===== src/scn_defs.svh =====
// Constants of the auto-scan request source
`ifndef SCN_DEFS_SVH
`define SCN_DEFS_SVH

`define SCN_CH_NUM 16
`define SCN_CH_W 4
`define SCN_SEL_RST 16'h0000
`define SCN_PEND_RST 16'h0000
`define SCN_MODE_RST 2'h0

`endif


===== src/scn_pkg.sv =====
// Types of the auto-scan request source
`include "scn_defs.svh"

package scn_pkg;

	typedef enum logic [1:0] {
		MODE_IDLE = 2'h0,
		MODE_SINGLE = 2'h1,
		MODE_CONT = 2'h2,
		MODE_HALT = 2'h3
	} scan_mode_type;

	typedef enum logic [1:0] {
		ST_IDLE = 2'h1,
		ST_BUSY = 2'h2
	} conv_state_type;

	typedef struct packed {
		logic valid;
		logic [`SCN_CH_W-1:0] ch;
	} scan_req_type;

endpackage


===== src/scn_prio_enc.sv =====
// Highest-set-bit encoder
`timescale 1ns/10ps
`default_nettype none

module scn_prio_enc #(
	parameter int WIDTH = 16,
	parameter int IDX_W = 4
)(
	input wire logic [WIDTH-1:0] vec_i,
	output logic [IDX_W-1:0] idx_o,
	output logic valid_o
);

	always_comb
	begin
		idx_o = '0;
		valid_o = 1'b0;
		for (int i = 0; i < WIDTH; i++)
		begin
			if (vec_i[i])
			begin
				idx_o = IDX_W'(i);
				valid_o = 1'b1;
			end
		end
	end

endmodule // scn_prio_enc

`default_nettype wire


===== src/scn_auto_scan.sv =====
// Auto-scan conversion request source
// Behaviour
// - One selection flag per channel marks it as member of the scan group.
// - Selecting a scan mode copies the selection into the pending vector.
// - Participation flag is set whenever any pending bit is set.
// - The highest-numbered pending channel is offered for conversion first.
// - Starting a conversion clears that channel's pending bit.
// - Single mode: after the last channel, mode clears and source idles.
// - Continuous mode reloads the pending vector after each completed sequence.
// - A cancelled conversion sets its channel's pending bit again.
// - Done flag sets when the last channel of a sequence finishes.
// - Service request pulses only with node pointer valid and node enabled.
// - Mode 01 from 00 loads selection and starts single; empty selection clears mode.
// - Mode 10 from 00 loads selection and starts continuous; empty selection clears mode.
// - Mode 11 clears the mode; a running sequence still finishes with request.
// - Mode 00 during a scan finishes the sequence, then starts no more.
// - Switching single/continuous finishes conversion, reloads, starts in new mode.
// - Rewriting the mode continues; continuous also reloads and restarts.
// - Clearing a nonzero selection clears mode and pending vector.
// - Changing selection outside continuous clears mode and pending vector.
// - Changing selection in continuous reloads and starts a new sequence.
// - Clearing participation outside continuous clears mode and pending vector.
// - Clearing participation in continuous reloads and starts a new sequence.
`timescale 1ns/10ps
`default_nettype none
`include "scn_defs.svh"

module scn_auto_scan #(
	parameter int CH_NUM = `SCN_CH_NUM,
	parameter int CH_W = `SCN_CH_W
)(
	input wire logic SYS_CLK_I,
	input wire logic RST_I,
	input wire logic SEL_WR_I,
	input wire logic [CH_NUM-1:0] SEL_DATA_I,
	input wire logic MODE_WR_I,
	input wire scn_pkg::scan_mode_type MODE_DATA_I,
	input wire logic PART_WR_I,
	input wire logic PART_DATA_I,
	input wire logic CONV_START_I,
	input wire logic CONV_CANCEL_I,
	input wire logic CONV_DONE_I,
	input wire logic NODE_PTR_VALID_I,
	input wire logic NODE_ENABLE_I,
	input wire logic DONE_FLAG_CLR_I,
	output logic [CH_NUM-1:0] SCAN_SELECT_O,
	output scn_pkg::scan_mode_type SCAN_MODE_O,
	output logic [CH_NUM-1:0] SCAN_PENDING_O,
	output logic SCAN_PART_O,
	output scn_pkg::scan_req_type SCAN_REQ_O,
	output logic SCAN_BUSY_O,
	output logic SCAN_DONE_FLAG_O,
	output logic SCAN_SRV_REQ_O
);

	logic [CH_NUM-1:0] sel_reg;
	logic [CH_NUM-1:0] pend_reg;
	logic [CH_NUM-1:0] pend_next;
	scn_pkg::scan_mode_type mode_reg;
	scn_pkg::scan_mode_type mode_next;
	scn_pkg::conv_state_type state_reg;
	scn_pkg::conv_state_type state_next;
	scn_pkg::scan_req_type req_reg;
	logic [CH_W-1:0] cur_ch_reg;
	logic part_reg;
	logic last_reg;
	logic last_next;
	logic flag_reg;
	logic srv_reg;
	logic busy_reg;
	logic [CH_W-1:0] enc_idx;
	logic enc_vld;

	wire [CH_NUM-1:0] one_bit = {{(CH_NUM-1){1'b0}}, 1'b1};
	wire busy = (state_reg == scn_pkg::ST_BUSY);
	wire start_hit = CONV_START_I && req_reg.valid;
	wire cancel_hit = CONV_CANCEL_I && busy;
	wire done_hit = CONV_DONE_I && busy && !CONV_CANCEL_I;
	wire seq_end = done_hit && last_reg;
	wire [CH_NUM-1:0] start_mask = start_hit ? (one_bit << req_reg.ch) : '0;
	wire [CH_NUM-1:0] cancel_mask = cancel_hit ? (one_bit << cur_ch_reg) : '0;
	wire [CH_NUM-1:0] pend_hw = (pend_reg & ~start_mask) | cancel_mask;
	wire [CH_NUM-1:0] sel_new = SEL_WR_I ? SEL_DATA_I : sel_reg;
	wire sel_new_nz = |sel_new;
	wire is_cont = (mode_reg == scn_pkg::MODE_CONT);
	wire cont_keep = is_cont && !(MODE_WR_I && !((MODE_DATA_I == scn_pkg::MODE_SINGLE)
		|| (MODE_DATA_I == scn_pkg::MODE_CONT)));
	wire wr_run = (MODE_DATA_I == scn_pkg::MODE_SINGLE) || (MODE_DATA_I == scn_pkg::MODE_CONT);
	wire wr_same_single = (mode_reg == scn_pkg::MODE_SINGLE)
		&& (MODE_DATA_I == scn_pkg::MODE_SINGLE);
	wire mode_load = MODE_WR_I && wr_run && !wr_same_single;
	// stop keeps pending so sequence finishes
	wire mode_stop = MODE_WR_I && !wr_run;
	wire sel_chg = SEL_WR_I && (|sel_reg);
	wire sel_reload = sel_chg && (|SEL_DATA_I) && cont_keep;
	wire sel_kill = sel_chg && !sel_reload;
	// only a clear of a set flag acts
	wire part_clr = PART_WR_I && !PART_DATA_I && part_reg;
	wire part_reload = part_clr && cont_keep;
	wire part_kill = part_clr && !cont_keep;
	wire sw_kill = sel_kill || part_kill;
	wire auto_reload = seq_end && cont_keep && (pend_hw == '0);
	wire single_end = seq_end && (mode_reg == scn_pkg::MODE_SINGLE);
	wire any_load = (mode_load && sel_new_nz) || sel_reload || part_reload || auto_reload;

	assign pend_next = sw_kill ? '0 : (any_load ? sel_new : pend_hw);

	always_comb
	begin
		mode_next = mode_reg;
		if (sw_kill)
		begin
			mode_next = scn_pkg::MODE_IDLE;
		end
		else if (mode_load)
		begin
			mode_next = sel_new_nz ? MODE_DATA_I : scn_pkg::MODE_IDLE;
		end
		else if (mode_stop || single_end)
		begin
			mode_next = scn_pkg::MODE_IDLE;
		end
	end

	always_comb
	begin
		state_next = state_reg;
		case (state_reg)
			scn_pkg::ST_IDLE:
			begin
				if (start_hit)
				begin
					state_next = scn_pkg::ST_BUSY;
				end
			end
			scn_pkg::ST_BUSY:
			begin
				if (start_hit)
				begin
					state_next = scn_pkg::ST_BUSY;
				end
				else if (cancel_hit || done_hit)
				begin
					state_next = scn_pkg::ST_IDLE;
				end
			end
			default:
			begin
				state_next = scn_pkg::ST_IDLE;
			end
		endcase
	end

	// A conversion is the last one when nothing stays pending behind it
	assign last_next = start_hit ? (pend_next == '0) : (sw_kill ? 1'b1 : last_reg);

	scn_prio_enc #(
		.WIDTH(CH_NUM),
		.IDX_W(CH_W)
	) u_enc (
		.vec_i(pend_next),
		.idx_o(enc_idx),
		.valid_o(enc_vld)
	);

	always_ff @(posedge SYS_CLK_I)
	begin
		if (RST_I)
		begin
			sel_reg <= CH_NUM'(`SCN_SEL_RST);
			pend_reg <= CH_NUM'(`SCN_PEND_RST);
			mode_reg <= scn_pkg::scan_mode_type'(`SCN_MODE_RST);
			state_reg <= scn_pkg::ST_IDLE;
			part_reg <= 1'b0;
			last_reg <= 1'b0;
			cur_ch_reg <= '0;
			req_reg <= '0;
			flag_reg <= 1'b0;
			srv_reg <= 1'b0;
			busy_reg <= 1'b0;
		end
		else
		begin
			sel_reg <= sel_new;
			pend_reg <= pend_next;
			mode_reg <= mode_next;
			state_reg <= state_next;
			busy_reg <= (state_next == scn_pkg::ST_BUSY);
			part_reg <= |pend_next;
			last_reg <= last_next;
			cur_ch_reg <= start_hit ? req_reg.ch : cur_ch_reg;
			req_reg <= '{valid: enc_vld, ch: enc_idx};
			flag_reg <= seq_end || (flag_reg && !DONE_FLAG_CLR_I);
			srv_reg <= seq_end && NODE_PTR_VALID_I && NODE_ENABLE_I;
		end
	end

	assign SCAN_SELECT_O = sel_reg;
	assign SCAN_MODE_O = mode_reg;
	assign SCAN_PENDING_O = pend_reg;
	assign SCAN_PART_O = part_reg;
	assign SCAN_REQ_O = req_reg;
	assign SCAN_BUSY_O = busy_reg;
	assign SCAN_DONE_FLAG_O = flag_reg;
	assign SCAN_SRV_REQ_O = srv_reg;

	property p_part_follows;
		@(posedge SYS_CLK_I) disable iff (RST_I)
		part_reg == (|pend_reg);
	endproperty
	a_part_follows: assert property (p_part_follows)
		else $error("participation flag differs from pending vector");

	property p_highest;
		@(posedge SYS_CLK_I) disable iff (RST_I)
		req_reg.valid |-> ((pend_reg >> req_reg.ch) == one_bit);
	endproperty
	a_highest: assert property (p_highest)
		else $error("offered channel is not the highest pending one");

	property p_start_clears;
		@(posedge SYS_CLK_I) disable iff (RST_I)
		(start_hit && !any_load && !sw_kill) |=> ((pend_reg & $past(start_mask)) == '0);
	endproperty
	a_start_clears: assert property (p_start_clears)
		else $error("started channel still pending");

	property p_cancel_requeue;
		@(posedge SYS_CLK_I) disable iff (RST_I)
		(cancel_hit && !any_load && !sw_kill) |=> pend_reg[$past(cur_ch_reg)];
	endproperty
	a_cancel_requeue: assert property (p_cancel_requeue)
		else $error("cancelled channel not requeued");

	property p_single_end;
		@(posedge SYS_CLK_I) disable iff (RST_I)
		(single_end && !MODE_WR_I) |=> (mode_reg == scn_pkg::MODE_IDLE);
	endproperty
	a_single_end: assert property (p_single_end)
		else $error("single mode not cleared at end of sequence");

	property p_cont_reload;
		@(posedge SYS_CLK_I) disable iff (RST_I)
		(auto_reload && !sw_kill) |=> (pend_reg == $past(sel_new)) && part_reg == (|pend_reg);
	endproperty
	a_cont_reload: assert property (p_cont_reload)
		else $error("continuous scan did not restart");

	property p_mode_load;
		@(posedge SYS_CLK_I) disable iff (RST_I)
		(mode_load && sel_new_nz && !sw_kill)
			|=> (pend_reg == $past(sel_new)) && (mode_reg == $past(MODE_DATA_I));
	endproperty
	a_mode_load: assert property (p_mode_load)
		else $error("mode write did not load the selection");

	property p_empty_sel;
		@(posedge SYS_CLK_I) disable iff (RST_I)
		(MODE_WR_I && wr_run && !sel_new_nz) |=> (mode_reg == scn_pkg::MODE_IDLE);
	endproperty
	a_empty_sel: assert property (p_empty_sel)
		else $error("mode kept with empty selection");

	property p_halt;
		@(posedge SYS_CLK_I) disable iff (RST_I)
		(mode_stop && !sw_kill && !start_hit && !cancel_hit)
			|=> (mode_reg == scn_pkg::MODE_IDLE) && (pend_reg == $past(pend_reg));
	endproperty
	a_halt: assert property (p_halt)
		else $error("stop write did not let the sequence finish");

	property p_kill;
		@(posedge SYS_CLK_I) disable iff (RST_I)
		sw_kill |=> (pend_reg == '0) && (mode_reg == scn_pkg::MODE_IDLE) && !part_reg;
	endproperty
	a_kill: assert property (p_kill)
		else $error("selection or participation clear did not stop the scan");

	property p_flag_set;
		@(posedge SYS_CLK_I) disable iff (RST_I)
		seq_end |=> flag_reg ##1 (flag_reg || $past(DONE_FLAG_CLR_I));
	endproperty
	a_flag_set: assert property (p_flag_set)
		else $error("done flag not set at end of sequence");

	property p_srv_gate;
		@(posedge SYS_CLK_I) disable iff (RST_I)
		srv_reg |-> $past(seq_end && NODE_PTR_VALID_I && NODE_ENABLE_I);
	endproperty
	a_srv_gate: assert property (p_srv_gate)
		else $error("service request without enabled node");

	property p_part_noop;
		@(posedge SYS_CLK_I) disable iff (RST_I)
		(PART_WR_I && !part_clr && !SEL_WR_I && !MODE_WR_I && !start_hit && !cancel_hit
			&& !done_hit) |=> (pend_reg == $past(pend_reg)) && (mode_reg == $past(mode_reg));
	endproperty
	a_part_noop: assert property (p_part_noop)
		else $error("ineffective participation write changed state");

	property p_sel_reload;
		@(posedge SYS_CLK_I) disable iff (RST_I)
		(sel_reload && !MODE_WR_I && !PART_WR_I)
			|=> (pend_reg == $past(SEL_DATA_I)) && (mode_reg == scn_pkg::MODE_CONT);
	endproperty
	a_sel_reload: assert property (p_sel_reload)
		else $error("continuous selection change did not restart the scan");

	property p_part_reload;
		@(posedge SYS_CLK_I) disable iff (RST_I)
		(part_reload && !MODE_WR_I && !SEL_WR_I)
			|=> (pend_reg == $past(sel_reg)) && (mode_reg == scn_pkg::MODE_CONT);
	endproperty
	a_part_reload: assert property (p_part_reload)
		else $error("continuous participation clear did not restart the scan");

	property p_idle_drain;
		@(posedge SYS_CLK_I) disable iff (RST_I)
		((mode_reg == scn_pkg::MODE_IDLE) && !MODE_WR_I && !start_hit && !cancel_hit
			&& !sw_kill) |=> (pend_reg == $past(pend_reg)) && (mode_reg == scn_pkg::MODE_IDLE);
	endproperty
	a_idle_drain: assert property (p_idle_drain)
		else $error("stopped scan started a further sequence");

	property p_mode_switch;
		@(posedge SYS_CLK_I) disable iff (RST_I)
		(MODE_WR_I && (MODE_DATA_I == scn_pkg::MODE_SINGLE) && is_cont && sel_new_nz && !sw_kill)
			|=> (mode_reg == scn_pkg::MODE_SINGLE) && (pend_reg == $past(sel_new));
	endproperty
	a_mode_switch: assert property (p_mode_switch)
		else $error("switch to single mode did not reload the selection");

endmodule // scn_auto_scan

`default_nettype wire


===== config.mk =====
export PLATFORM = sky130hd
export DESIGN_NAME = scn_auto_scan
export DESIGN_NICKNAME = d
export VERILOG_FILES = /design/src/scn_pkg.sv /design/src/scn_prio_enc.sv /design/src/scn_auto_scan.sv
export VERILOG_INCLUDE_DIRS = /design/src
export SDC_FILE = /design/constraint.sdc
export NUM_CORES = 1
export LEC_CHECK = 0
export BUFFER_PORTS_ARGS = -buffer_cell sky130_fd_sc_hd__buf_2
export CORE_AREA = 2 2 80 82
export CTS_CLUSTER_DIAMETER = 30
export DETAILED_ROUTE_END_ITERATION = 7
export DIE_AREA = 0 0 82 84
export PLACE_DENSITY = 0.67
export SYNTH_ARGS = -nofsm -noshare
export SYNTH_HDL_FRONTEND = slang
export SYNTH_SLANG_ARGS = --single-unit

===== constraint.sdc =====
create_clock -name SYS_CLK_I -period 5.8 [get_ports SYS_CLK_I]
set_input_delay 1.16 -clock SYS_CLK_I [delete_from_list [all_inputs] [get_ports SYS_CLK_I]]
set_output_delay 1.16 -clock SYS_CLK_I [all_outputs]
set_load 0.005 [all_outputs]

==> metrics, run 1 <==
cts bufs inserted=5; Post-Route Skew=between 0.007 and 0.008 ns; share of synthesized cell area in and, or, nand and nor gates=26.74%; Compound-Gate Fraction of Synth Area=between 20 and 25%; row count=29; cell chosen for the clock root=clkbuf_8; clk_lat worst skew=0.31 ns; number of gates resized after cts=0; starting density of the core=approximately 45%; horizontal die dimension=roughly 82 um; combinational family with the most area after synthesis=simple AND/OR/NAND/NOR gates; final HPWL from detailed placement=6417 um; kind of critical path=primary input to flip-flop; total wire length after detailed routing=8276 um; Synth Area in XOR/XNOR=0%; post-layout total power=0.8589 mW; number of detailed-route iterations in the first pass=5; antenna violations before repair=0; TritonCTS clock tree=built; biggest area contributors in the synthesized netlist=dfxtp_1, mux2i_1, nor2_1; critical path data required time=a little over 6 ns; post-synthesis net count=between 300 and 400; Detailed Route Iter0 Violations=roughly 180; number of antenna diodes=0; htree depth=2; RSZ-0062 raised after global routing=false; number of ports placed on the die boundary=73; deepest clock path buffer count=2; syn avg cell area=around 8 um2; worst path cell trace=buf_2, nand4b_1, o21ai_0, o21ai_0, or4_4, o31ai_4, buf_4, a2111oi_0, a31oi_1, o211ai_1, nand2_1; global route overflow=0; Overall Global Routing Usage=roughly a quarter; sinks on the clock net=50; clock input transition at the sequential cells of the worst setup and hold paths=0.09 ns; fraction of synthesis flops using an asynchronous set or reset pin=0%; CP Launch Type=primary input; Unique masters post-synth=54; max-cap check violation count=0; outcome=complete, no violations; sequential fraction of the synthesis area=between 30 and 40%; area taken by multi-input logic gates=~1700 um2; pins over their slew limit=0; power density cells=about 260 nW/um2; hold buffer count at cts=0; register-to-register setup slack=around 2.2 ns; biggest fanout along the worst timing path=26; final total negative setup slack=0 ns; DRC errors left=0; setup violation total in the final timing report=0; die area=just under 7000 um2; Die H=~84 um; worst path arrival time=about 4.3 ns; share of final-layout standard cells stronger than drive strength 1=between 20 and 25%; EDFF count, synth=0; flip-flop and latch area=roughly 1000 um2; final clock period utilization by the worst path=a little under 70%; vias after detailed routing=2890; netlist area before placement=2770 um2; number of synthesized register bits=50; Fillers=between 600 and 700; Worst IR Drop VDD=approximately 0.12 mV; standard cell core area=6096 um2; Least-Margin Pin Slew=approximately 1.0 ns; synthesized netlist cell count=between 300 and 400; Hold Violations, Final=0; slowest cell delay on critical path=0.90 ns; Final ANT Viol Nets=0; wire per inst=between 15 and 20 um; cell taking the most area after synthesis=dfxtp_1; via count of the first global-routing pass=about 2700; mux share of post-synthesis cell area=roughly 7.7%; f_max=about 250 MHz; post-CTS setup buffer count=0; net count of the finished layout=about 450; synth warn=0; worst hold path class=flip-flop to flip-flop; primary flip-flop cell chosen by synthesis mapping=dfxtp_1; Pleak=roughly 1.4 nW; post-synthesis share of cell area spent on full adders, half adders and majority gates=between 1 and 1.5%; largest net degree at the start of global routing=35; minimum clock period=around 4 ns; crit path max-delay cell type=o31ai_4; vias per std cell=5.910; Synth top area share=approximately 36%; Max transition margin=30.09%; first-pass GRT wire length=roughly 13000 um; IO buf count=72; weighted congestion at the end of routability-driven global placement=around 0.94; cell occurring most often along the worst timing path=o21ai_0; area added between synthesis and finish=18.56%; post-route core utilization=53.88%; crit path capture type=flip-flop
==> report_power, final <==
group          switching, mW  leakage [nW]  internal, mW
clock network          0.117        0.0573         0.138
logic                  0.122         0.915        0.0877
registers             0.0257         0.409         0.368
total                  0.265          1.38         0.594
==> cells in the mapped netlist, types with 2 or more instances <==
cell,count
nand2b_1,9
mux2i_1,18
o32ai_1,2
nand4b_1,5
nor4_1,9
nor2_1,46
clkbuf_1,10
dfxtp_1,50
o21ai_1,5
buf_2,2
o21a_1,4
nand4_1,4
a31oi_1,2
inv_1,11
o21ai_0,31
nand2_1,22
a211oi_1,16
nor3_1,14
and3_1,5
o211ai_1,3
or3_1,3
nor2b_1,7
ha_1,3
a21oi_1,19
o31ai_1,2
mux2_2,3
a311oi_1,2
nand3_1,5
a2111oi_0,2
or2_2,4
a22oi_1,2
or4_4,2
nor3b_1,3
==> worst paths after layout <==
check                                      start               end  depth (start not counted)
worst min-delay path            SCAN_DONE_FLAG_O  SCAN_DONE_FLAG_O                          2
worst max register to register      state_reg[0]     SCAN_REQ_O[0]                         11
worst max-delay path                CONV_START_I     SCAN_REQ_O[0]                         11
worst min register to register  SCAN_DONE_FLAG_O  SCAN_DONE_FLAG_O                          2
==> critical path: cells and delay by family <==
family | cells | cell delay [ns]
AO/OA/AOI/OAI | 6 | 1.83
buffers and inverters | 2 | 0.47
AND/OR/NAND/NOR | 3 | 0.84
==> placed cells by master, fill, tap and decap left out, types with 4 or more instances in the layout <==
cell type	netlist	routed
buf_2	2	72
dfxtp_1	50	50
nor2_1	46	46
o21ai_0	31	31
nand2_1	22	22
a21oi_1	19	19
mux2i_1	18	18
a211oi_1	16	16
nor3_1	14	14
inv_1	11	11
nand2b_1	9	9
nor4_1	9	9
nor2b_1	7	7
clkbuf_8	0	6
nand4b_1	5	5
o21ai_1	5	5
and3_1	5	5
nand3_1	5	5
or2_2	4	4
nand4_1	4	4
o21a_1	4	4
==> kinds of logic (layout without fill, tap and decap cells) <==
| kind of cell | Yosys count | in the layout |
|---|---|---|
| flip-flops | 50 | 50 |
| buffers and inverters | 26 | 92 |
| multiplexers | 21 | 21 |
| adder cells (fa/ha/maj) | 3 | 3 |
| AND/OR/NAND/NOR | 144 | 144 |
| AO/OA/AOI/OAI | 102 | 102 |
==> routing by layer <==
layer  vias up  wire [um]  global-route usage [%]
li1       1410          -                       -
met1      1354       3855                   35.65
met2       115       3787                   38.88
met3        11        514                   4.113
met4         0        119                   7.121
met5         -          0                       0
==> cell type report <==
class	instances	area share [%]
Clock inverter	1	0.9143
Multi-Input combinational cell	270	50.48
Sequential cell	50	30.48
Timing Repair Buffer	74	11.43
Inverter	11	1.257
Clock buffer	6	2.514
Tap cell	77	2.933
==> through the flow <==
step / cell area [um2] / setup slack [ns] / hold slack (ns) / cells
final: 3284 / 1.763 / 0.4741 / 489
after global routing: 3284 / 1.630 / 0.5090 / 489
after CTS: 3284 / 1.871 / 0.4748 / 489
after global placement: 3172 / 1.630 / 0.4567 / 482
after detailed placement: 3172 / 1.561 / 0.4602 / 482
after floorplan: 2770 / 2.449 / 0.4658 / 346
(Power assumes the default switching activity.)
==> run 2: changes to the inputs <==
clock period = 3.8 ns   (was 5.8 ns; I/O delays follow)
==> run 2 against run 1 <==
First-iteration DRC count is 17% higher. Register-to-register slack worse by 1.7 ns. Global-route usage down 0.41 points.
==> metrics, run 2 (synthesized netlist as in run 1, its figures left out) <==
final clock period utilization by the worst path=around 88%; standard cell core area=6096 um2 (unchanged); hold buffer count at cts=0 (unchanged); logic depth of the worst register-to-register path=10 (-1); number of gates resized after cts=0 (unchanged); sinks on the clock net=50 (unchanged); worst setup path start=state_reg[0]; Post-Route Skew=0.005743 ns (-0.001484 ns); reg-to-reg critical path startpoint=state_reg[0]; area added between synthesis and finish=18.61% (about the same); slowest cell delay on critical path=0.57 ns (-0.33 ns); antenna violations before repair=0 (unchanged); cell-internal power=0.8448 mW (+42%); kind of critical path=flip-flop to flip-flop; htree depth=2 (unchanged); clock share of power=25.9% (-3.8 points); die area=6888 um2 (unchanged); number of ports placed on the die boundary=73 (unchanged); Hold Violations, Final=0 (unchanged); row count=29 (unchanged); post-route core utilization=53.90% (about the same); crit path max-delay cell type=or4_4; crit path capture type=flip-flop; post-layout total power=1.249 mW (+45%); most common cell after layout, fill and taps aside=buf_2; final HPWL from detailed placement=6477 um (+0.93%); max-cap check violation count=0 (unchanged); critical path data required time=4.00 ns (-2.05 ns); CP Launch Type=flip-flop; via count of the first global-routing pass=2652 (-2.1%); Detailed Route Iter0 Violations=206 (+17%); clock input transition at the sequential cells of the worst setup and hold paths=0.09 ns (about the same); clk_lat worst skew=0.31 ns (about the same); Overall Global Routing Usage=24.70% (-0.41 points); horizontal die dimension=82 um (unchanged); first-pass GRT wire length=13070 um (-3.0%); net switching share of the total power=32.38% (+1.5 points); register-to-register setup slack=0.45 ns (-1.72 ns); vias per std cell=5.858 (-0.88%); global route overflow=0 (unchanged); wire per inst=16.90 um (-0.12%); cts bufs inserted=5 (unchanged); Die H=84 um (unchanged); outcome=complete, no violations; Max transition margin=60.26% (+30 points); weighted congestion at the end of routability-driven global placement=0.8865 (-5.4%); sequential power share=48.0% (+2.2 points); total wire length after detailed routing=8334 um (+0.70%); worst path arrival time=3.55 ns (-0.74 ns); final total negative setup slack=0 ns (unchanged); f_max=between 200 and 300 MHz; power density cells=380.2 nW/um2 (+45%); largest net degree at the start of global routing=30 (-14%); Least-Margin Pin Slew=0.5811 ns (-0.4675 ns); Worst IR Drop VDD=0.1936 mV (+58%); setup violation total in the final timing report=0 (unchanged); biggest fanout along the worst timing path=20 (-23%); pins over their slew limit=0 (unchanged); DRC errors left=0 (unchanged); IO buf count=72 (unchanged); worst hold path class=flip-flop to flip-flop; deepest clock path buffer count=2 (unchanged); vias after detailed routing=2888 (-0.069%); most used cells in the layout excluding fill and tap cells=buf_2, dfxtp_1, nor2_1; capturing point of the worst reg2reg path=SCAN_REQ_O[1]; starting density of the core=45.44% (unchanged); Pleak=1.387 nW (+0.39%); cell chosen for the clock root=clkbuf_8; post-CTS setup buffer count=0 (unchanged); worst path cell trace=inv_1, ha_1, nand4b_1, o21ai_0, or4_4, o31ai_4, buf_4, mux2_2, nor3_1, a211oi_1; destination of the critical timing path=SCAN_REQ_O[1]; net count of the finished layout=448 (+0.67%); combinational group share of total power=26.0% (+1.6 points); TritonCTS clock tree=built; number of detailed-route iterations in the first pass=5 (unchanged); number of antenna diodes=0 (unchanged); minimum clock period=about 3.4 ns; RSZ-0062 raised after global routing=false; Final ANT Viol Nets=0 (unchanged); share of final-layout standard cells stronger than drive strength 1=23.08% (+0.50 points); net switching component of the power=0.4044 mW (+52%)
run 2: area by class of cell:
type | instances | area (um2)
well taps | 77 | 96.34
flip-flops and latches | 50 | 1001
fillers | 623 | 2810
repair buffers | 77 | 397.9
multi-input cells | 270 | 1658
inverters | 11 | 41.29
clock buffers | 7 | 86.33
clock inverters | 1 | 5.005
run 2: power by group through the flow:
stage	clock network [mW]	registers, mW	logic (mW)
6_report	0.324	0.600	0.325
5_1_grt	0.350	0.605	0.361
4_1_cts	0.333	0.599	0.322
3_5_place_dp	0	0.612	0.319
3_3_place_gp	0	0.611	0.318
2_1_floorplan	0	0.604	0.213
run 2: critical path: cells and delay by family (launching register included):
kind	cells	cell delay, ns
flops	1	0.36
compound gates	3	0.78
simple gates	3	1.05
fa+ha+maj	1	0.29
buf+inv	2	0.37
mux	1	0.38
run 2: how the worst min path moves through the flow:
stage / start / end / slack (ns) / cells past startpoint
floorplan: SCAN_DONE_FLAG_O / SCAN_DONE_FLAG_O / 0.47 / 2
CTS: SCAN_DONE_FLAG_O / SCAN_DONE_FLAG_O / 0.49 / 2
finish: SCAN_DONE_FLAG_O / SCAN_DONE_FLAG_O / 0.48 / 2
global route: SCAN_DONE_FLAG_O / SCAN_DONE_FLAG_O / 0.50 / 2
detailed placement: SCAN_DONE_FLAG_O / SCAN_DONE_FLAG_O / 0.47 / 2
global placement: SCAN_DONE_FLAG_O / SCAN_DONE_FLAG_O / 0.46 / 2
run 2: metrics by stage:
stage          hold WS (ns)  worst slack (ns)  cell area (um2)  cells
2_1_floorplan        0.4658            0.8494             2770    346
3_3_place_gp         0.4576            0.3210             3194    485
3_5_place_dp         0.4719            0.2243             3194    485
4_1_cts              0.4866            0.5230             3286    493
5_1_grt              0.5027            0.2909             3286    493
6_report             0.4817            0.4474             3286    493
run 2: routing by layer:
layer	GRT usage (%)	share of wire, %
met1	33.98	45
met4	8.939	2.5
met2	38.36	47
met5	0	0
met3	4.221	5.7
